### config.mk
export PLATFORM = sky130hd
export DESIGN_NAME = mpc_port_ctrl
export DESIGN_NICKNAME = d
export VERILOG_FILES = /design/src/logic/mpc_pkg.sv /design/src/logic/mpc_pin_cell.sv /design/src/logic/mpc_port_ctrl.sv /design/src/logic/mpc_redirect.sv
export SDC_FILE = /design/constraint.sdc
export NUM_CORES = 1
export LEC_CHECK = 0
export ABC_AREA = 1
export BUFFER_PORTS_ARGS = -buffer_cell sky130_fd_sc_hd__buf_2
export CAP_MARGIN = 10
export CORE_MARGIN = 5
export CORE_UTILIZATION = 57
export CTS_CLUSTER_DIAMETER = 60
export CTS_CLUSTER_SIZE = 28
export DETAILED_ROUTE_END_ITERATION = 8
export GPL_TIMING_DRIVEN = 0
export HOLD_SLACK_MARGIN = 0.03
export PLACE_DENSITY = 0.82
export SKIP_CTS_REPAIR_TIMING = 1
export SLEW_MARGIN = 20
export SYNTH_ARGS = -nofsm -noshare
export SYNTH_HDL_FRONTEND = slang
export SYNTH_HIERARCHICAL = 1
export SYNTH_SLANG_ARGS = --single-unit
### constraint.sdc
create_clock -name clk_sys -period 2.9 [get_ports clk_sys]
set_input_delay 0.435 -clock clk_sys [delete_from_list [all_inputs] [get_ports clk_sys]]
set_output_delay 0.435 -clock clk_sys [all_outputs]
set_load 0.02 [all_outputs]
### src/logic/mpc_pkg.sv
// Constants shared by the port pin control block
package mpc_pkg;
  localparam int NPORT = 13;
  localparam int PW = 8;
  localparam int NPIN = NPORT * PW;
  localparam int NRED = 8;
  localparam int AW = 8;
  // --------------------------------------------------
  // Register groups, high nibble of the address; single registers, full address
  // --------------------------------------------------
  localparam logic [3:0] GRP_DATA = 4'h0;
  localparam logic [3:0] GRP_DIR = 4'h1;
  localparam logic [3:0] GRP_PULL = 4'h2;
  localparam logic [3:0] GRP_TTL = 4'h3;
  localparam logic [3:0] GRP_ODRN = 4'h4;
  localparam logic [3:0] GRP_MODE = 4'h5;
  localparam logic [AW-1:0] OFS_ANALOG_CFG = 8'h60;
  localparam logic [AW-1:0] OFS_REDIR = 8'h61;
  // --------------------------------------------------
  // Reset values
  // --------------------------------------------------
  localparam logic [7:0] RST_DIR = 8'hff;
  localparam logic [7:0] RST_ZERO = 8'h00;
  localparam logic [7:0] RST_ANALOG_CFG = 8'h7f;
  localparam logic [7:0] RST_REDIR = 8'h00;
  // --------------------------------------------------
  // Per-port capability masks, index 0 is port 3
  // --------------------------------------------------
  localparam logic [7:0] CAP_IMPL [NPORT] = '{8'hff, 8'hff, 8'hff, 8'hff, 8'hff, 8'hff, 8'hff,
    8'h7f, 8'hff, 8'hff, 8'h81, 8'hff, 8'h7f};
  localparam logic [7:0] CAP_DIR [NPORT] = '{8'hff, 8'hff, 8'hff, 8'hff, 8'hff, 8'hff, 8'hff,
    8'h7f, 8'hff, 8'he1, 8'h00, 8'hff, 8'h7f};
  localparam logic [7:0] CAP_PULL [NPORT] = '{8'hff, 8'hff, 8'hff, 8'hf0, 8'hff, 8'hff, 8'hff,
    8'h7f, 8'hff, 8'he1, 8'h00, 8'hff, 8'h7f};
  localparam logic [7:0] CAP_TTL [NPORT] = '{8'h00, 8'h18, 8'h38, 8'h00, 8'h00, 8'h03, 8'h00,
    8'h00, 8'h00, 8'h00, 8'h00, 8'h0c, 8'h00};
  localparam logic [7:0] CAP_ODRN [NPORT] = '{8'h00, 8'h38, 8'h3d, 8'h0f, 8'h12, 8'h07, 8'h40,
    8'h00, 8'h00, 8'h00, 8'h00, 8'h1c, 8'h00};
  localparam logic [7:0] CAP_MODE [NPORT] = '{8'he0, 8'h00, 8'h00, 8'h00, 8'h00, 8'h00, 8'h00,
    8'h01, 8'he0, 8'h01, 8'h00, 8'h80, 8'h00};
  localparam logic [7:0] CAP_FIXOUT [NPORT] = '{8'h00, 8'h00, 8'h00, 8'h00, 8'h00, 8'h00, 8'h00,
    8'h00, 8'h00, 8'h00, 8'h01, 8'h00, 8'h00};
  localparam int PORT_ANALOG_PORT_CONFIG = 12;
  // --------------------------------------------------
  // Redirectable functions: primary and secondary pin
  // --------------------------------------------------
  localparam logic [6:0] RED_PRI [NRED] = '{7'd88, 7'd89, 7'd14, 7'd0, 7'd1, 7'd88, 7'd89, 7'd38};
  localparam logic [6:0] RED_SEC [NRED] = '{7'd1, 7'd21, 7'd22, 7'd23, 7'd94, 7'd44, 7'd45, 7'd64};
endpackage

### src/logic/mpc_pin_cell.sv
// One port's pin drive, pull-up, threshold and analog control
`timescale 1ns/100ps
`default_nettype none
module mpc_pin_cell #(
  parameter logic [7:0] IMPL = 8'hff,
  parameter logic [7:0] DIRC = 8'hff,
  parameter logic [7:0] PULLC = 8'hff,
  parameter logic [7:0] TTLC = 8'h00,
  parameter logic [7:0] ODC = 8'h00,
  parameter logic [7:0] FIXOUT = 8'h00
)(
  input wire logic [7:0] latch,
  input wire logic [7:0] dir_in,
  input wire logic [7:0] pull,
  input wire logic [7:0] ttl,
  input wire logic [7:0] odrn,
  input wire logic [7:0] ana,
  input wire logic [7:0] alt_en,
  input wire logic [7:0] alt_val,
  input wire logic [7:0] pin_in,
  output logic [7:0] pin_out,
  output logic [7:0] pin_oe,
  output logic [7:0] pin_pu,
  output logic [7:0] pin_ttl,
  output logic [7:0] pin_ana,
  output logic [7:0] rd_view
);
  logic [7:0] is_in;
  logic [7:0] val;
  // --------------------------------------------------
  // Effective direction and drive
  // --------------------------------------------------
  assign is_in = ((DIRC & dir_in) | (~DIRC & ~FIXOUT)) & IMPL;
  assign val = (alt_en & alt_val) | (~alt_en & latch);
  assign pin_out = val & IMPL;
  assign pin_oe = IMPL & ~is_in & ~ana & ~(ODC & odrn & val);
  assign pin_pu = PULLC & pull & is_in & ~ana;
  assign pin_ttl = TTLC & ttl;
  assign pin_ana = ana & IMPL;
  assign rd_view = IMPL & ((is_in & ~ana & pin_in) | (~is_in & latch));
endmodule
`default_nettype wire

### src/logic/mpc_port_ctrl.sv
// Port pin control for ports 3 to 15
//
// Local design decisions: the address-and-strobe port and the register addresses.
`timescale 1ns/100ps
`default_nettype none
// Function
// - Each bidirectional bit has its own software direction bit.
// - Pull-up connects only when requested and the bit is an input.
// - Analog-capable pins switch digital or analog via a mode control bit.
// - Port 15 pins choose digital or analog via the analog port config.
// - Redirectable functions use the secondary pin only when its redirection bit is set.
// - Listed inputs may select a TTL-threshold input buffer.
// - Listed outputs may switch to open-drain, pulling low only.
// - Port 12 has four bidirectional and four input-only bits.
// - Port 13 has one fixed output bit and one fixed input bit.
// - Ports 10 and 15 have seven bits, port 13 two, the others eight.
// - Upper three bits of port 3 can be analog inputs.
module mpc_port_ctrl (
  input wire logic clk_sys,
  input wire logic rst_n,
  input wire logic [mpc_pkg::AW-1:0] reg_addr,
  input wire logic [7:0] reg_wdata,
  input wire logic reg_wr,
  input wire logic reg_rd,
  output logic [7:0] reg_rdata,
  input wire logic [mpc_pkg::NPIN-1:0] pin_in,
  output logic [mpc_pkg::NPIN-1:0] pin_out,
  output logic [mpc_pkg::NPIN-1:0] pin_oe,
  output logic [mpc_pkg::NPIN-1:0] pin_pullup_en,
  output logic [mpc_pkg::NPIN-1:0] pin_ttl_sel,
  output logic [mpc_pkg::NPIN-1:0] pin_analog_sel,
  input wire logic [mpc_pkg::NRED-1:0] alt_oe,
  input wire logic [mpc_pkg::NRED-1:0] alt_out,
  output logic [mpc_pkg::NRED-1:0] alt_in
);
  localparam int NP = mpc_pkg::NPORT;
  localparam logic [mpc_pkg::NPIN-1:0] RST_PIN_OE = {mpc_pkg::CAP_FIXOUT[12], mpc_pkg::CAP_FIXOUT[11],
    mpc_pkg::CAP_FIXOUT[10], mpc_pkg::CAP_FIXOUT[9], mpc_pkg::CAP_FIXOUT[8], mpc_pkg::CAP_FIXOUT[7],
    mpc_pkg::CAP_FIXOUT[6], mpc_pkg::CAP_FIXOUT[5], mpc_pkg::CAP_FIXOUT[4], mpc_pkg::CAP_FIXOUT[3],
    mpc_pkg::CAP_FIXOUT[2], mpc_pkg::CAP_FIXOUT[1], mpc_pkg::CAP_FIXOUT[0]};
  localparam logic [mpc_pkg::NPIN-1:0] RST_PIN_ANA = {mpc_pkg::RST_ANALOG_CFG, mpc_pkg::CAP_MODE[11],
    mpc_pkg::CAP_MODE[10], mpc_pkg::CAP_MODE[9], mpc_pkg::CAP_MODE[8], mpc_pkg::CAP_MODE[7],
    mpc_pkg::CAP_MODE[6], mpc_pkg::CAP_MODE[5], mpc_pkg::CAP_MODE[4], mpc_pkg::CAP_MODE[3],
    mpc_pkg::CAP_MODE[2], mpc_pkg::CAP_MODE[1], mpc_pkg::CAP_MODE[0]};

  logic [7:0] latch_q [NP];
  logic [7:0] dir_q [NP];
  logic [7:0] pull_q [NP];
  logic [7:0] ttl_q [NP];
  logic [7:0] odrn_q [NP];
  logic [7:0] port_mode_control_bits_q [NP];
  logic [7:0] analog_port_config_q;
  logic [7:0] peripheral_redirection_control_q;
  logic [7:0] rdata_q;
  logic [7:0] rdata_d;
  logic [7:0] ana_eff [NP];
  logic [7:0] rd_view [NP];
  logic [mpc_pkg::NPIN-1:0] ovr_en;
  logic [mpc_pkg::NPIN-1:0] ovr_val;
  logic [mpc_pkg::NPIN-1:0] pin_out_d;
  logic [mpc_pkg::NPIN-1:0] pin_oe_d;
  logic [mpc_pkg::NPIN-1:0] pin_pu_d;
  logic [mpc_pkg::NPIN-1:0] pin_ttl_d;
  logic [mpc_pkg::NPIN-1:0] pin_ana_d;
  logic [mpc_pkg::NRED-1:0] alt_in_d;
  logic [mpc_pkg::NPIN-1:0] pin_out_q;
  logic [mpc_pkg::NPIN-1:0] pin_oe_q;
  logic [mpc_pkg::NPIN-1:0] pin_pu_q;
  logic [mpc_pkg::NPIN-1:0] pin_ttl_q;
  logic [mpc_pkg::NPIN-1:0] pin_ana_q;
  logic [mpc_pkg::NRED-1:0] alt_in_q;

  function automatic logic hit(input logic [mpc_pkg::AW-1:0] a, input logic [3:0] grp, input int p);
    hit = (a[7:4] == grp) && (a[3:0] == 4'(p));
  endfunction

  // --------------------------------------------------
  // Output latches
  // --------------------------------------------------
  always_ff @(posedge clk_sys or negedge rst_n)
  begin
    if (!rst_n)
    begin
      for (int p = 0; p < NP; p++)
        latch_q[p] <= mpc_pkg::RST_ZERO;
    end
    else if (reg_wr)
    begin
      for (int p = 0; p < NP; p++)
        if (hit(reg_addr, mpc_pkg::GRP_DATA, p))
          latch_q[p] <= reg_wdata & mpc_pkg::CAP_IMPL[p];
    end
  end

  // --------------------------------------------------
  // Direction, one bit per pin, 1 = input
  // --------------------------------------------------
  always_ff @(posedge clk_sys or negedge rst_n)
  begin
    if (!rst_n)
    begin
      for (int p = 0; p < NP; p++)
        dir_q[p] <= mpc_pkg::RST_DIR;
    end
    else if (reg_wr)
    begin
      for (int p = 0; p < NP; p++)
        if (hit(reg_addr, mpc_pkg::GRP_DIR, p))
          dir_q[p] <= reg_wdata | ~mpc_pkg::CAP_DIR[p];
    end
  end

  // --------------------------------------------------
  // Pull-up request
  // --------------------------------------------------
  always_ff @(posedge clk_sys or negedge rst_n)
  begin
    if (!rst_n)
    begin
      for (int p = 0; p < NP; p++)
        pull_q[p] <= mpc_pkg::RST_ZERO;
    end
    else if (reg_wr)
    begin
      for (int p = 0; p < NP; p++)
        if (hit(reg_addr, mpc_pkg::GRP_PULL, p))
          pull_q[p] <= reg_wdata & mpc_pkg::CAP_PULL[p];
    end
  end

  // --------------------------------------------------
  // Input threshold select
  // --------------------------------------------------
  always_ff @(posedge clk_sys or negedge rst_n)
  begin
    if (!rst_n)
    begin
      for (int p = 0; p < NP; p++)
        ttl_q[p] <= mpc_pkg::RST_ZERO;
    end
    else if (reg_wr)
    begin
      for (int p = 0; p < NP; p++)
        if (hit(reg_addr, mpc_pkg::GRP_TTL, p))
          ttl_q[p] <= reg_wdata & mpc_pkg::CAP_TTL[p];
    end
  end

  // --------------------------------------------------
  // Open-drain select
  // --------------------------------------------------
  always_ff @(posedge clk_sys or negedge rst_n)
  begin
    if (!rst_n)
    begin
      for (int p = 0; p < NP; p++)
        odrn_q[p] <= mpc_pkg::RST_ZERO;
    end
    else if (reg_wr)
    begin
      for (int p = 0; p < NP; p++)
        if (hit(reg_addr, mpc_pkg::GRP_ODRN, p))
          odrn_q[p] <= reg_wdata & mpc_pkg::CAP_ODRN[p];
    end
  end

  // --------------------------------------------------
  // Port mode control, 1 = analog
  // --------------------------------------------------
  always_ff @(posedge clk_sys or negedge rst_n)
  begin
    if (!rst_n)
    begin
      for (int p = 0; p < NP; p++)
        port_mode_control_bits_q[p] <= mpc_pkg::CAP_MODE[p];
    end
    else if (reg_wr)
    begin
      for (int p = 0; p < NP; p++)
        if (hit(reg_addr, mpc_pkg::GRP_MODE, p))
          port_mode_control_bits_q[p] <= reg_wdata & mpc_pkg::CAP_MODE[p];
    end
  end

  // --------------------------------------------------
  // Analog port config and redirection control
  // --------------------------------------------------
  always_ff @(posedge clk_sys or negedge rst_n)
  begin
    if (!rst_n)
      analog_port_config_q <= mpc_pkg::RST_ANALOG_CFG;
    else if (reg_wr && reg_addr == mpc_pkg::OFS_ANALOG_CFG)
      analog_port_config_q <= reg_wdata & mpc_pkg::CAP_IMPL[mpc_pkg::PORT_ANALOG_PORT_CONFIG];
  end

  always_ff @(posedge clk_sys or negedge rst_n)
  begin
    if (!rst_n)
      peripheral_redirection_control_q <= mpc_pkg::RST_REDIR;
    else if (reg_wr && reg_addr == mpc_pkg::OFS_REDIR)
      peripheral_redirection_control_q <= reg_wdata;
  end

  // --------------------------------------------------
  // Effective analog selection
  // --------------------------------------------------
  always_comb
  begin
    for (int p = 0; p < NP; p++)
      ana_eff[p] = port_mode_control_bits_q[p];
    ana_eff[mpc_pkg::PORT_ANALOG_PORT_CONFIG] = analog_port_config_q;
  end

  // --------------------------------------------------
  // Function redirection
  // --------------------------------------------------
  mpc_redirect u_redirect (
    .redir(peripheral_redirection_control_q),
    .alt_oe(alt_oe),
    .alt_out(alt_out),
    .pin_in(pin_in),
    .ovr_en(ovr_en),
    .ovr_val(ovr_val),
    .alt_in(alt_in_d)
  );

  // --------------------------------------------------
  // Pin cells
  // --------------------------------------------------
  for (genvar p = 0; p < NP; p++)
  begin : g_port
    mpc_pin_cell #(
      .IMPL(mpc_pkg::CAP_IMPL[p]),
      .DIRC(mpc_pkg::CAP_DIR[p]),
      .PULLC(mpc_pkg::CAP_PULL[p]),
      .TTLC(mpc_pkg::CAP_TTL[p]),
      .ODC(mpc_pkg::CAP_ODRN[p]),
      .FIXOUT(mpc_pkg::CAP_FIXOUT[p])
    ) u_cell (
      .latch(latch_q[p]),
      .dir_in(dir_q[p]),
      .pull(pull_q[p]),
      .ttl(ttl_q[p]),
      .odrn(odrn_q[p]),
      .ana(ana_eff[p]),
      .alt_en(ovr_en[p*8 +: 8]),
      .alt_val(ovr_val[p*8 +: 8]),
      .pin_in(pin_in[p*8 +: 8]),
      .pin_out(pin_out_d[p*8 +: 8]),
      .pin_oe(pin_oe_d[p*8 +: 8]),
      .pin_pu(pin_pu_d[p*8 +: 8]),
      .pin_ttl(pin_ttl_d[p*8 +: 8]),
      .pin_ana(pin_ana_d[p*8 +: 8]),
      .rd_view(rd_view[p])
    );
  end

  // --------------------------------------------------
  // Pin and function outputs, registered
  // --------------------------------------------------
  always_ff @(posedge clk_sys or negedge rst_n)
  begin
    if (!rst_n)
    begin
      pin_out_q <= '0;
      pin_oe_q <= RST_PIN_OE;
      pin_pu_q <= '0;
      pin_ttl_q <= '0;
      pin_ana_q <= RST_PIN_ANA;
      alt_in_q <= '0;
    end
    else
    begin
      pin_out_q <= pin_out_d;
      pin_oe_q <= pin_oe_d;
      pin_pu_q <= pin_pu_d;
      pin_ttl_q <= pin_ttl_d;
      pin_ana_q <= pin_ana_d;
      alt_in_q <= alt_in_d;
    end
  end

  assign pin_out = pin_out_q;
  assign pin_oe = pin_oe_q;
  assign pin_pullup_en = pin_pu_q;
  assign pin_ttl_sel = pin_ttl_q;
  assign pin_analog_sel = pin_ana_q;
  assign alt_in = alt_in_q;

  // --------------------------------------------------
  // Read mux, data in the cycle after the strobe
  // --------------------------------------------------
  always_comb
  begin
    rdata_d = 8'h00;
    for (int p = 0; p < NP; p++)
    begin
      if (hit(reg_addr, mpc_pkg::GRP_DATA, p))
        rdata_d = rd_view[p];
      if (hit(reg_addr, mpc_pkg::GRP_DIR, p))
        rdata_d = dir_q[p];
      if (hit(reg_addr, mpc_pkg::GRP_PULL, p))
        rdata_d = pull_q[p];
      if (hit(reg_addr, mpc_pkg::GRP_TTL, p))
        rdata_d = ttl_q[p];
      if (hit(reg_addr, mpc_pkg::GRP_ODRN, p))
        rdata_d = odrn_q[p];
      if (hit(reg_addr, mpc_pkg::GRP_MODE, p))
        rdata_d = port_mode_control_bits_q[p];
    end
    if (reg_addr == mpc_pkg::OFS_ANALOG_CFG)
      rdata_d = analog_port_config_q;
    if (reg_addr == mpc_pkg::OFS_REDIR)
      rdata_d = peripheral_redirection_control_q;
  end

  always_ff @(posedge clk_sys or negedge rst_n)
  begin
    if (!rst_n)
      rdata_q <= 8'h00;
    else if (reg_rd)
      rdata_q <= rdata_d;
    else
      rdata_q <= 8'h00;
  end

  assign reg_rdata = rdata_q;
endmodule
`default_nettype wire

### src/logic/mpc_redirect.sv
// Steering of redirectable peripheral functions to their pins
`timescale 1ns/100ps
`default_nettype none
module mpc_redirect (
  input wire logic [mpc_pkg::NRED-1:0] redir,
  input wire logic [mpc_pkg::NRED-1:0] alt_oe,
  input wire logic [mpc_pkg::NRED-1:0] alt_out,
  input wire logic [mpc_pkg::NPIN-1:0] pin_in,
  output logic [mpc_pkg::NPIN-1:0] ovr_en,
  output logic [mpc_pkg::NPIN-1:0] ovr_val,
  output logic [mpc_pkg::NRED-1:0] alt_in
);
  function automatic logic [6:0] pick(input int g, input logic sel);
    pick = sel ? mpc_pkg::RED_SEC[g] : mpc_pkg::RED_PRI[g];
  endfunction
  // --------------------------------------------------
  // Route each function to one pin only
  // --------------------------------------------------
  always_comb
  begin
    ovr_en = '0;
    ovr_val = '0;
    alt_in = '0;
    for (int g = 0; g < mpc_pkg::NRED; g++)
    begin
      alt_in[g] = pin_in[pick(g, redir[g])];
      if (alt_oe[g])
      begin
        ovr_en[pick(g, redir[g])] = 1'b1;
        ovr_val[pick(g, redir[g])] = alt_out[g];
      end
    end
  end
endmodule
`default_nettype wire
## Yosys cells after proc, flatten, opt, wreduce, memory -nomap -nowiden

Index checks and enable logic that the tools add are counted.

- Add/subtract/negate cells: 0
- $mul: 0
- Divide/modulo/power cells: 0
- Order comparisons: 16
- Equal/unequal tests: 19
- Shift operators: 0
- Mux-type cells: 144
- Bitwise operators: 166
- Reduce and logical (&&, ||, !) cells: 143

Operator list:

| operator | number |
|---|---|
| $mux 103 | 9 |
| $bwmux 104 | 7 |
| $mux 104 | 7 |
| $or 103x103->103 | 7 |
| $mux 8 | 81 |
| $and 8x8->8 | 71 |
| $not 8->8 | 31 |
| $or 8x8->8 | 21 |
| $reduce_and 2->1 | 53 |
| $and 104x104->104 | 1 |
| $logic_and 1x1->1 | 88 |
| $and 7x7->7 | 12 |
| $lt 7x8->1 const B | 8 |
| $bmux 1 s7 | 8 |
| $demux 1 s7 | 8 |
| $ge 7x1->1 const B | 8 |
| $mux 7 | 6 |
| $and 7x8->8 | 5 |
| $not 7->7 | 4 |
| $or 7x7->7 | 4 |
| $eq 4x3->1 const B | 6 |
| $eq 4x4->1 const B | 5 |
| $and 5x8->8 | 2 |
| $and 6x8->8 | 2 |
| other kinds (11) | 34 |

- Flip-flop bits (word level): 655
- Latch bits: 0
- RAM bits: 0
- ROM bits: 0
- Bits of input ports: 140
- Logic and storage cells: 550
- Memories kept: 0

## Logic depth before layout (Yosys ltp)

Gate-level depths: netlist (run 1).

- Word-level depth: 85
- Mapped depth: 39
- Mapped depth without buffers: 39

## Modules after synthesis

The synthesis (run 1) kept the hierarchy.

Modules (own cells, without submodules):

| module | times used | cells an instance | area each (um2) | sequential area each (um2) |
|---|---|---|---|---|
| mpc_port_ctrl | 1 | 2453 | 28662.5 | 21724.6 |
| mpc_redirect | 1 | 266 | 1716.6 | 0.0 |
| mpc_pin_cell (g_port[11].u_cell ...) | 3 | 96 | 485.5 | 0.0 |
| mpc_pin_cell (g_port[0].u_cell ...) | 2 | 105 | 474.2 | 0.0 |
| mpc_pin_cell (g_port[12].u_cell ...) | 2 | 98 | 460.4 | 0.0 |
| mpc_pin_cell (g_port[2].u_cell) | 1 | 106 | 533.0 | 0.0 |
| mpc_pin_cell (g_port[3].u_cell) | 1 | 97 | 509.2 | 0.0 |
| mpc_pin_cell (g_port[4].u_cell) | 1 | 91 | 461.7 | 0.0 |
| mpc_pin_cell (g_port[9].u_cell) | 1 | 89 | 439.2 | 0.0 |
| mpc_pin_cell (g_port[6].u_cell) | 1 | 86 | 437.9 | 0.0 |
| mpc_pin_cell (g_port[10].u_cell) | 1 | 56 | 375.4 | 0.0 |

## Least setup slack after synthesis (run 1)

No wires, ideal clock.

- Path type: input to register
- Start: in reg_addr[6] in the netlist's numbering
- End: reg rdata_q[0], in the netlist reg_rdata[0]
- Setup time: 0.123 ns
- Data arrival time: 2.700 ns
- Required time: 2.777 ns
- Slack: 0.076 ns
- Stages on the path: 36
- Buffers on the path: 1
- Path through: inv_2 nand2_1 nor2_2 inv_2 buf_6 nor2_4 inv_2 or2_0 nand2_1 nand3_1 nand2_1 nand4_1 nand2_1 nand3_1 nand2_1 nand2_1 nand2_1 nand3_1 nand2_1 nand2_1 nand2_1 nand2_1 nand2_1 nand3_1 nand2_1 nand2_1 nand2_1 nand3_1 nand2_1 nand4_1 o21bai_1 nand2_1 nand2_1 nand2_1 nand2_1 a21oi_1

- Cells in the longest elaborated chain, start to end: 83
- Elaborated cells between the ends (all ways): 167
- Classes of those cells: eq/ne: 7; mux: 81; reduce/logical: 79

Ends and longest elaborated chain:

| element | RTL line | source |
|---|---|---|
| start, declared | mpc_port_ctrl.sv:21 | `input wire logic [mpc_pkg::AW-1:0] reg_addr,` |
| $logic_not 4->1 | mpc_port_ctrl.sv:74 | `hit = (a[7:4] == grp) && (a[3:0] == 4'(p));` |
| $logic_and 1x1->1 | mpc_port_ctrl.sv:74 |  |
| $mux 8 | mpc_port_ctrl.sv:298 | `if (hit(reg_addr, mpc_pkg::GRP_DATA, p))` |
| $mux 8 | mpc_port_ctrl.sv:300 | `if (hit(reg_addr, mpc_pkg::GRP_DIR, p))` |
| $mux 8 | mpc_port_ctrl.sv:302 | `if (hit(reg_addr, mpc_pkg::GRP_PULL, p))` |
| $mux 8 | mpc_port_ctrl.sv:304 | `if (hit(reg_addr, mpc_pkg::GRP_TTL, p))` |
| $mux 8 | mpc_port_ctrl.sv:306 | `if (hit(reg_addr, mpc_pkg::GRP_ODRN, p))` |
| $mux 8 | mpc_port_ctrl.sv:308 | `if (hit(reg_addr, mpc_pkg::GRP_MODE, p))` |
| [... 67 more ...] | n/a |  |
| $mux 8 | mpc_port_ctrl.sv:300 |  |
| $mux 8 | mpc_port_ctrl.sv:302 |  |
| $mux 8 | mpc_port_ctrl.sv:304 |  |
| $mux 8 | mpc_port_ctrl.sv:306 |  |
| $mux 8 | mpc_port_ctrl.sv:308 |  |
| $mux 8 | mpc_port_ctrl.sv:311 | `if (reg_addr == mpc_pkg::OFS_ANALOG_CFG)` |
| $mux 8 * | mpc_port_ctrl.sv:313 | `if (reg_addr == mpc_pkg::OFS_REDIR)` |
| $mux 8 * | mpc_port_ctrl.sv:321 | `else if (reg_rd)` |
| end signal, assigned | mpc_port_ctrl.sv:322 | `rdata_q <= rdata_d;` |
| end, declared | mpc_port_ctrl.sv:54 | `logic [7:0] rdata_q;` |

Mark *: on every way between the ends. The rest lies on a longest branch, timed or not.
A chain may end at the register's enable or synchronous reset.

==> results of run 1 <==
-- layer usage --
metal | routed length (µm) | share of wire | vias to the layer above | global-route usage
li1 | - | - | 13870 | -
met1 | 42600 | 0.35 | 14304 | 0.4260
met2 | 57090 | 0.47 | 1693 | 0.5554
met3 | 14940 | 0.12 | 334 | 0.1076
met4 | 5609 | 0.047 | 26 | 0.1282
met5 | 163 | 0.0014 | - | 0
-- worst max-delay path by stage --
| stage | start | to | slack (ns) | cells past startpoint |
|---|---|---|---|---|
| after floorplan | reg_addr[6] | reg_rdata[0] | 0.08 | 36 |
| after global placement | rst_n | pin_analog_sel[12] | -16.54 | 1 |
| after detailed placement | reg_addr[6] | reg_rdata[3] | -1.67 | 34 |
| after CTS | ana_eff[103] | reg_rdata[7] | -1.23 | 31 |
| after global routing | dir_q[98] | reg_rdata[2] | -1.17 | 33 |
| final | dir_q[98] | reg_rdata[2] | -0.99 | 33 |
-- registers in the layout, summed over array words and instances (netlist names) --
register / cells
pin_analog_sel: 104
ana_eff: 9
dir_q: 90
pin_pullup_en: 104
pin_out: 104
pull_q: 86
latch_q: 96
peripheral_redirection_control_q: 8
analog_port_config_q: 7
pin_oe: 104
reg_rdata: 8
pin_ttl_sel: 104
odrn_q: 21
alt_in: 8
ttl_q: 9
-- critical path: cells and delay by family (launching register included) --
family,cells,cell delay [ns]
AOI/OAI and AO/OA,3,0.38
DFF,1,0.61
buffers and inverters,1,0.04
and+or+nand+nor,29,2.72
-- stage by stage --
step                      area, µm²  setup TNS, ns
after floorplan               38530              0
after global placement        42920              -
after detailed placement      43140         -43.05
after CTS                     44990         -8.088
after global routing          45540         -8.397
final                         45560         -6.719
-- cell usage in the layout, fill, tap and decap left out, drive strengths merged, types with 2 or more instances in the layout --
cell	count
nand3	110
nand4	29
conb	599
a21oi	70
buf	1122
bufinv	3
clkinv	10
o21bai	5
inv	383
or2	68
clkbuf	127
nor2	260
o21ai	468
diode	11
nand3b	39
nor3	5
clkinvlp	3
dfstp	123
dfrtp	739
nand2	1116
o22ai	2
a221oi	3
-- power by group through the flow --
stage          Sequential (mW)  Combinational, mW  Clock [mW]
6_report                  13.0               2.75        8.54
5_1_grt                   13.1               3.00        9.11
4_1_cts                   13.0               2.65        8.62
3_5_place_dp              13.2               2.64           0
3_3_place_gp              13.2               2.57           0
2_1_floorplan             13.5               1.06           0
-- layout make-up --
type / instances / area (µm²) / share of cell area
repair buffers: 690 / 3694 / 0.08107
diodes: 11 / 27.53 / 0.0006042
clock buffers: 55 / 1311 / 0.02878
plain buffers: 505 / 3505 / 0.07693
flip-flops and latches: 862 / 21720 / 0.4768
well taps: 846 / 1059 / 0.02323
inverters: 361 / 1359 / 0.02983
multi-input cells: 2777 / 12330 / 0.2707
clock inverters: 38 / 546.8 / 0.01200
==> Implementation_results.wiki, run 1 <==
{| class="wikitable"
! Metric !! Value
|-
| Number of cells on the worst hold path || 3
|-
| Pin count of the biggest net entering global routing || roughly 140
|-
| Share of total power in the clock network || 0.351
|-
| Average wire per standard cell || a little under 20 µm
|-
| Via count of the first global-routing pass || 29,115
|-
| Filler Cell Count || 4,700
|-
| Post-route DRC || 0
|-
| Max-cap check violation count || 0
|-
| Standard-cell row count || 92
|-
| TritonCTS clock tree || done
|-
| Fraction of layout cells with a size suffix above 1 || 0.3035
|-
| Violated checks || negative setup slack
|-
| Setup Skew || roughly 0.024 ns
|-
| VDD IR-drop max || between 600 and 700 µV
|-
| Setup slack of the worst register-to-register path || -0.99 ns
|-
| Internal power || 17.45 mW
|-
| Post-CTS clock slew at the launch and capture registers of the worst setup and hold paths || 0.11 ns
|-
| Max clock buf depth || 3
|-
| Switching portion of total power || 0.2819
|-
| Required arrival time at the worst endpoint || 3.43 ns
|-
| Synthesized cell area || 36,340 µm²
|-
| Clock latency at the later pin of the worst-skew pair || 0.64 ns
|-
| Part of the total power dissipated in sequential elements || 0.535
|-
| Die width || 262.5 µm
|-
| Buffers added on ports || 665
|-
| Start point of the worst min-delay path || pin_in[22]
|-
| Largest driver fanout on the critical path || 5
|-
| Achievable Freq || 0.2568 GHz
|-
| Number of antenna violations at the first check in global routing || 26
|-
| Total Routed Length || 120,400 µm
|-
| Detailed placement HPWL || 88,760 µm
|-
| Final setup margin || -0.9933 ns
|-
| Combined global-route utilization of all metal layers || 0.3389
|-
| Via count normalized by instance count || 4.919
|-
| Status || finished, violations left
|-
| Power per standard cell area || 533.5 nW/µm²
|-
| Source of the worst register-to-register timing path || dir_q[98]
|-
| Total vias in the final route || 30,227
|-
| Reg-to-reg critical path endpoint || reg_rdata[2]
|-
| Initial core utilization || 0.5760
|-
| Final worst-path cycle share || 1.343
|-
| Post-layout net count || 5,387
|-
| Placer congestion estimate || between 0.9 and 1
|-
| First-iteration detailed-routing DRC count || roughly 3,400
|-
| Total overflow reported by the global router || 0
|-
| Arrival time of data at the critical path endpoint || 4.42 ns
|-
| Final cell count without fillers || 6,145
|-
| Share of power burned in combinational logic || 0.113
|-
| Endpoint, Worst Hold || alt_in[2]
|-
| Final setup fails || 8
|-
| Number of endpoints with negative hold slack in the final report || 0
|-
| Total clock sinks || 862
|-
| ANT nets after route || 0
|-
| Library cell contributing the largest single delay on the critical path || sky130_fd_sc_hd__dfstp_2
|-
| Net switching power || 6.852 mW
|-
| Cell type with the highest occurrence count on the critical path || sky130_fd_sc_hd__nand2_1
|-
| Number of H-tree levels || 2
|-
| Mean instance size in the synthesized netlist || 9.267 µm²
|-
| RSZ-0062 raised after global routing || yes
|-
| Number of warnings printed during yosys synthesis || 6
|-
| Max stage delay on crit path || 0.61 ns
|-
| Detailed Routing Iterations Pass 1 || 8
|-
| Place WS || -1.670 ns
|-
| Clock root buffer || sky130_fd_sc_hd__clkbuf_16
|-
| Synthesis-to-layout area growth || 25.38%
|-
| Total CTS buffers || 50
|-
| Core region area || 63,080 µm²
|-
| Worst reg-to-reg path cell count || 33
|-
| Worst setup path class || flop to flop
|-
| Time the worst path needs with I/O delays and setup || 3.893 ns
|-
| Wire length of the first global-routing pass || 177,600 µm
|-
| Chip Height || about 260 µm
|-
| Overall die area || 68,900 µm²
|-
| Placed Instances || around 6,000
|-
| Measured slew at the worst slew-check pin || around 1.3 ns
|-
| Kind of end point of the critical path || flop
|-
| Total power of the final layout || 24.30 mW
|-
| Pins over their slew limit || 0
|-
| Gate count after technology mapping || ~4,000
|-
| Finished Core Util || 0.7222
|-
| Worst hold margin || 0.03551 ns
|-
| Io pins || about 680
|-
| Type of element launching the critical path || flop
|-
| Hold crit path type || input pin to flop
|-
| Leak pwr || 23.50 nW
|-
| Worst relative slew slack || 0.1644
|}
Power figures use the tool's default switching activity.
==> run 2: changes to the inputs <==
CORE_AREA = 5 5 259 261   (was unset)
CORE_MARGIN = unset   (was 5)
CORE_UTILIZATION = unset   (was 57)
DIE_AREA = 0 0 264 266   (was unset)
PLACE_DENSITY = 0.72   (was 0.82)
SYNTH_HIERARCHICAL = unset   (was 1)
==> Implementation_results.wiki, run 2 <==
{| class="wikitable"
! Metric !! Value
|-
| Share of async-settable or async-resettable flops after synthesis || 1.000
|-
| Total vias in the final route || 22,867 (-24%)
|-
| Gate count after technology mapping || 2,950 (-25%)
|-
| Pin count of the biggest net entering global routing || 100 (-28%)
|-
| Status || finished, violations left
|-
| Hold crit path type || input pin to flop
|-
| Total Routed Length || 102,000 µm (-15%)
|-
| Setup Skew || 0.03397 ns (+0.009940 ns)
|-
| Most numerous cell in the Yosys netlist || sky130_fd_sc_hd__nand2_1
|-
| Standard-cell row count || 93 (+1.1%)
|-
| Top cells by area, synth || sky130_fd_sc_hd__dfrtp_1 48%, sky130_fd_sc_hd__dfstp_2 12%, sky130_fd_sc_hd__nand2_1 11%, sky130_fd_sc_hd__o21ai_0 7.7%, sky130_fd_sc_hd__buf_4 6.2%
|-
| ANT nets after route || 0 (unchanged)
|-
| Chip Height || 266 µm (+1.3%)
|-
| Initial core utilization || 0.4221 (-0.1539)
|-
| Total clock sinks || 639 (-26%)
|-
| Largest driver fanout on the critical path || 4 (-1)
|-
| Required arrival time at the worst endpoint || 3.41 ns (-0.02 ns)
|-
| Time the worst path needs with I/O delays and setup || 3.867 ns (-0.02615 ns)
|-
| Number of endpoints with negative hold slack in the final report || 0 (unchanged)
|-
| Clock latency at the later pin of the worst-skew pair || 0.63 ns (about the same)
|-
| Achievable Freq || 0.2586 GHz (+0.68%)
|-
| Leak pwr || 16.96 nW (-28%)
|-
| Synth cell count leaders || 767 x sky130_fd_sc_hd__nand2_1, 517 x sky130_fd_sc_hd__dfrtp_1, 419 x sky130_fd_sc_hd__o21ai_0
|-
| Detailed placement HPWL || 75,830 µm (-15%)
|-
| Mean instance size in the synthesized netlist || 9.191 µm² (-0.82%)
|-
| Sequential cell area in the final layout || 16,140 µm² (-26%)
|-
| Combined global-route utilization of all metal layers || 0.2779 (-0.06100)
|-
| TritonCTS clock tree || done
|-
| Synthesis-to-layout area growth || 24.04%
|-
| Post-synth EDFFs || 0
|-
| Max stage delay on crit path || 0.58 ns (-0.03 ns)
|-
| Power per standard cell area || 567.6 nW/µm² (+6.4%)
|-
| Final setup fails || 11 (+3)
|-
| Final worst-path cycle share || 1.334 (-0.009016)
|-
| Post-CTS clock slew at the launch and capture registers of the worst setup and hold paths || 0.10 ns (about the same)
|-
| Via count of the first global-routing pass || 21,805 (-25%)
|-
| Total overflow reported by the global router || 0 (unchanged)
|-
| Pins over their slew limit || 0 (unchanged)
|-
| Post-layout net count || 3,822 (-29%)
|-
| Max-cap check violation count || 0 (unchanged)
|-
| Synth unique cells || 39
|-
| RSZ-0062 raised after global routing || yes
|-
| Placer congestion estimate || 0.9300 (-1.4%)
|-
| Kind of end point of the critical path || flop
|-
| Via count normalized by instance count || 4.995 (+1.5%)
|-
| Most used cells in the layout excluding fill and tap cells || 730 x sky130_fd_sc_hd__nand2_1, 516 x sky130_fd_sc_hd__dfrtp_1, 444 x sky130_fd_sc_hd__buf_2
|-
| Fraction of layout cells with a size suffix above 1 || 0.2939 (-0.009621)
|-
| Final cell count without fillers || 4,578 (-26%)
|-
| Worst relative slew slack || 0.1865 (+0.02209)
|-
| Number of warnings printed during yosys synthesis || 0 (-6)
|-
| Final setup margin || -0.9672 ns (+0.02615 ns)
|-
| Filler Cell Count || 5,848 (+24%)
|-
| Core region area || 64,230 µm² (+1.8%)
|-
| #FFs+latches synth || ~640
|-
| Primary FF master, synth || sky130_fd_sc_hd__dfrtp_1
|-
| Violated checks || negative setup slack
|-
| Average wire per standard cell || 22.28 µm (+14%)
|-
| Type of element launching the critical path || flop
|-
| Cell type with the highest occurrence count on the critical path || sky130_fd_sc_hd__nand2_1
|-
| VDD IR-drop max || 385.0 µV (-37%)
|-
| Wire length of the first global-routing pass || 144,700 µm (-19%)
|-
| Total CTS buffers || 45 (-10%)
|-
| Detailed Routing Iterations Pass 1 || 6 (-2)
|-
| Worst setup path class || flop to flop
|-
| Commonest non-fill, non-tap cell in the layout || sky130_fd_sc_hd__nand2_1
|-
| Post-route DRC || 0 (unchanged)
|-
| Measured slew at the worst slew-check pin || 1.220 ns (-0.03314 ns)
|-
| First-iteration detailed-routing DRC count || 2,376 (-30%)
|-
| Place WS || -1.719 ns (-0.04886 ns)
|-
| Buffers added on ports || 442 (-34%)
|-
| Io pins || 676 (unchanged)
|-
| Placed Instances || 4,476 (-26%)
|-
| Overall die area || 70,220 µm² (+1.9%)
|-
| Yosys top cell by area || sky130_fd_sc_hd__dfrtp_1
|-
| Die width || 264 µm (+0.58%)
|-
| Area of the multi-input gates || 8880 µm² (-28%)
|-
| Sequential-to-total area share from yosys stat || 0.5954
|-
| Library cell contributing the largest single delay on the critical path || sky130_fd_sc_hd__dfstp_2
|-
| Number of antenna violations at the first check in global routing || 17 (-35%)
|-
| Number of H-tree levels || 2 (unchanged)
|-
| Arrival time of data at the critical path endpoint || 4.38 ns (-0.04 ns)
|-
| Max clock buf depth || 3 (unchanged)
|-
| Proportion of netlist area held by the largest area contributor || 0.4771
|-
| Clock root buffer || sky130_fd_sc_hd__clkbuf_16
|-
| Synthesized cell area || 27,110 µm² (-25%)
|}
[run 2: cell types whose count changed in the layout (fill, tap and decap cells not counted), moves of 117 or more]
cell	delta
sky130_fd_sc_hd__conb_1	-376
sky130_fd_sc_hd__buf_2	-226
sky130_fd_sc_hd__buf_4	-202
sky130_fd_sc_hd__nor2_1	-117
sky130_fd_sc_hd__dfrtp_1	-223
sky130_fd_sc_hd__nand2_1	-296
[run 2: kinds of logic after synthesis]
kind of cell    count (synthesis)  share of synthesized area
mux                            10                   0.003830
buf+inv                       628                     0.1183
simple gates                 1089                     0.1670
flops                         639                     0.5954
other cells                     2                  0.0002770
compound gates                582                     0.1152
[run 2: final timing paths]
kind | from | end | slack (ns) | depth (start not counted)
hold reg to reg | latch_q[27] | pin_out[75] | 0.39 | 0
hold / removal | alt_oe[2] | pin_out[14] | 0.04 | 2
setup reg to reg | dir_q[103] | reg_rdata[7] | -0.97 | 33
setup / recovery | dir_q[103] | reg_rdata[7] | -0.97 | 33
min in group asynchronous | rst_n | pin_pullup_en[31] | 0.36 | 2
max in group asynchronous | rst_n | pin_analog_sel[97] | 0.83 | 5
[run 2: layer usage]
layer | routed length, µm | GRT usage | vias to the layer above
met5 | 102 | 0 | -
li1 | - | - | 10401
met2 | 48270 | 0.4520 | 1246
met4 | 4247 | 0.1013 | 16
met3 | 10060 | 0.06926 | 237
met1 | 39310 | 0.3650 | 10967
[run 2: where the power goes]
part | switching [mW] | internal [mW]
logic | 1.43 | 0.644
registers | 0.310 | 9.35
clock network | 3.93 | 3.43
[run 2: critical path: cells and delay by family (launching register included)]
family | cells | cell delay, ns
AOI/OAI and AO/OA | 7 | 1.08
buffers and inverters | 2 | 0.10
DFF | 1 | 0.58
and+or+nand+nor | 24 | 1.96
[run 2: metrics by stage]
| stage | hold slack, ns | instance area (µm²) | setup TNS, ns | util | total power [mW] |
|---|---|---|---|---|---|
| 6_report | 0.03614 | 33630 | -7.009 | 0.5236 | 19.09 |
| 5_1_grt | 0.03491 | 33630 | -10.18 | 0.5236 | 19.74 |
| 4_1_cts | -0.2149 | 33200 | -8.589 | 0.5169 | 19.13 |
| 3_5_place_dp | 0.3609 | 31460 | -64.89 | 0.4898 | 11.84 |
| 3_3_place_gp | 0.3678 | 31230 | -7011.95 | 0.4862 | 11.78 |
| 2_1_floorplan | 0.1394 | 27950 | -0.01863 | - | 10.87 |
[run 2: layout make-up]
type / count / share of cell area
flip-flops and latches: 639 / 0.4800
multi-input cells: 1904 / 0.2640
repair buffers: 464 / 0.07552
plain buffers: 307 / 0.06067
inverters: 321 / 0.03594
clock buffers: 49 / 0.03519
well taps: 855 / 0.03181
clock inverters: 35 / 0.01655
diodes: 4 / 0.0002976
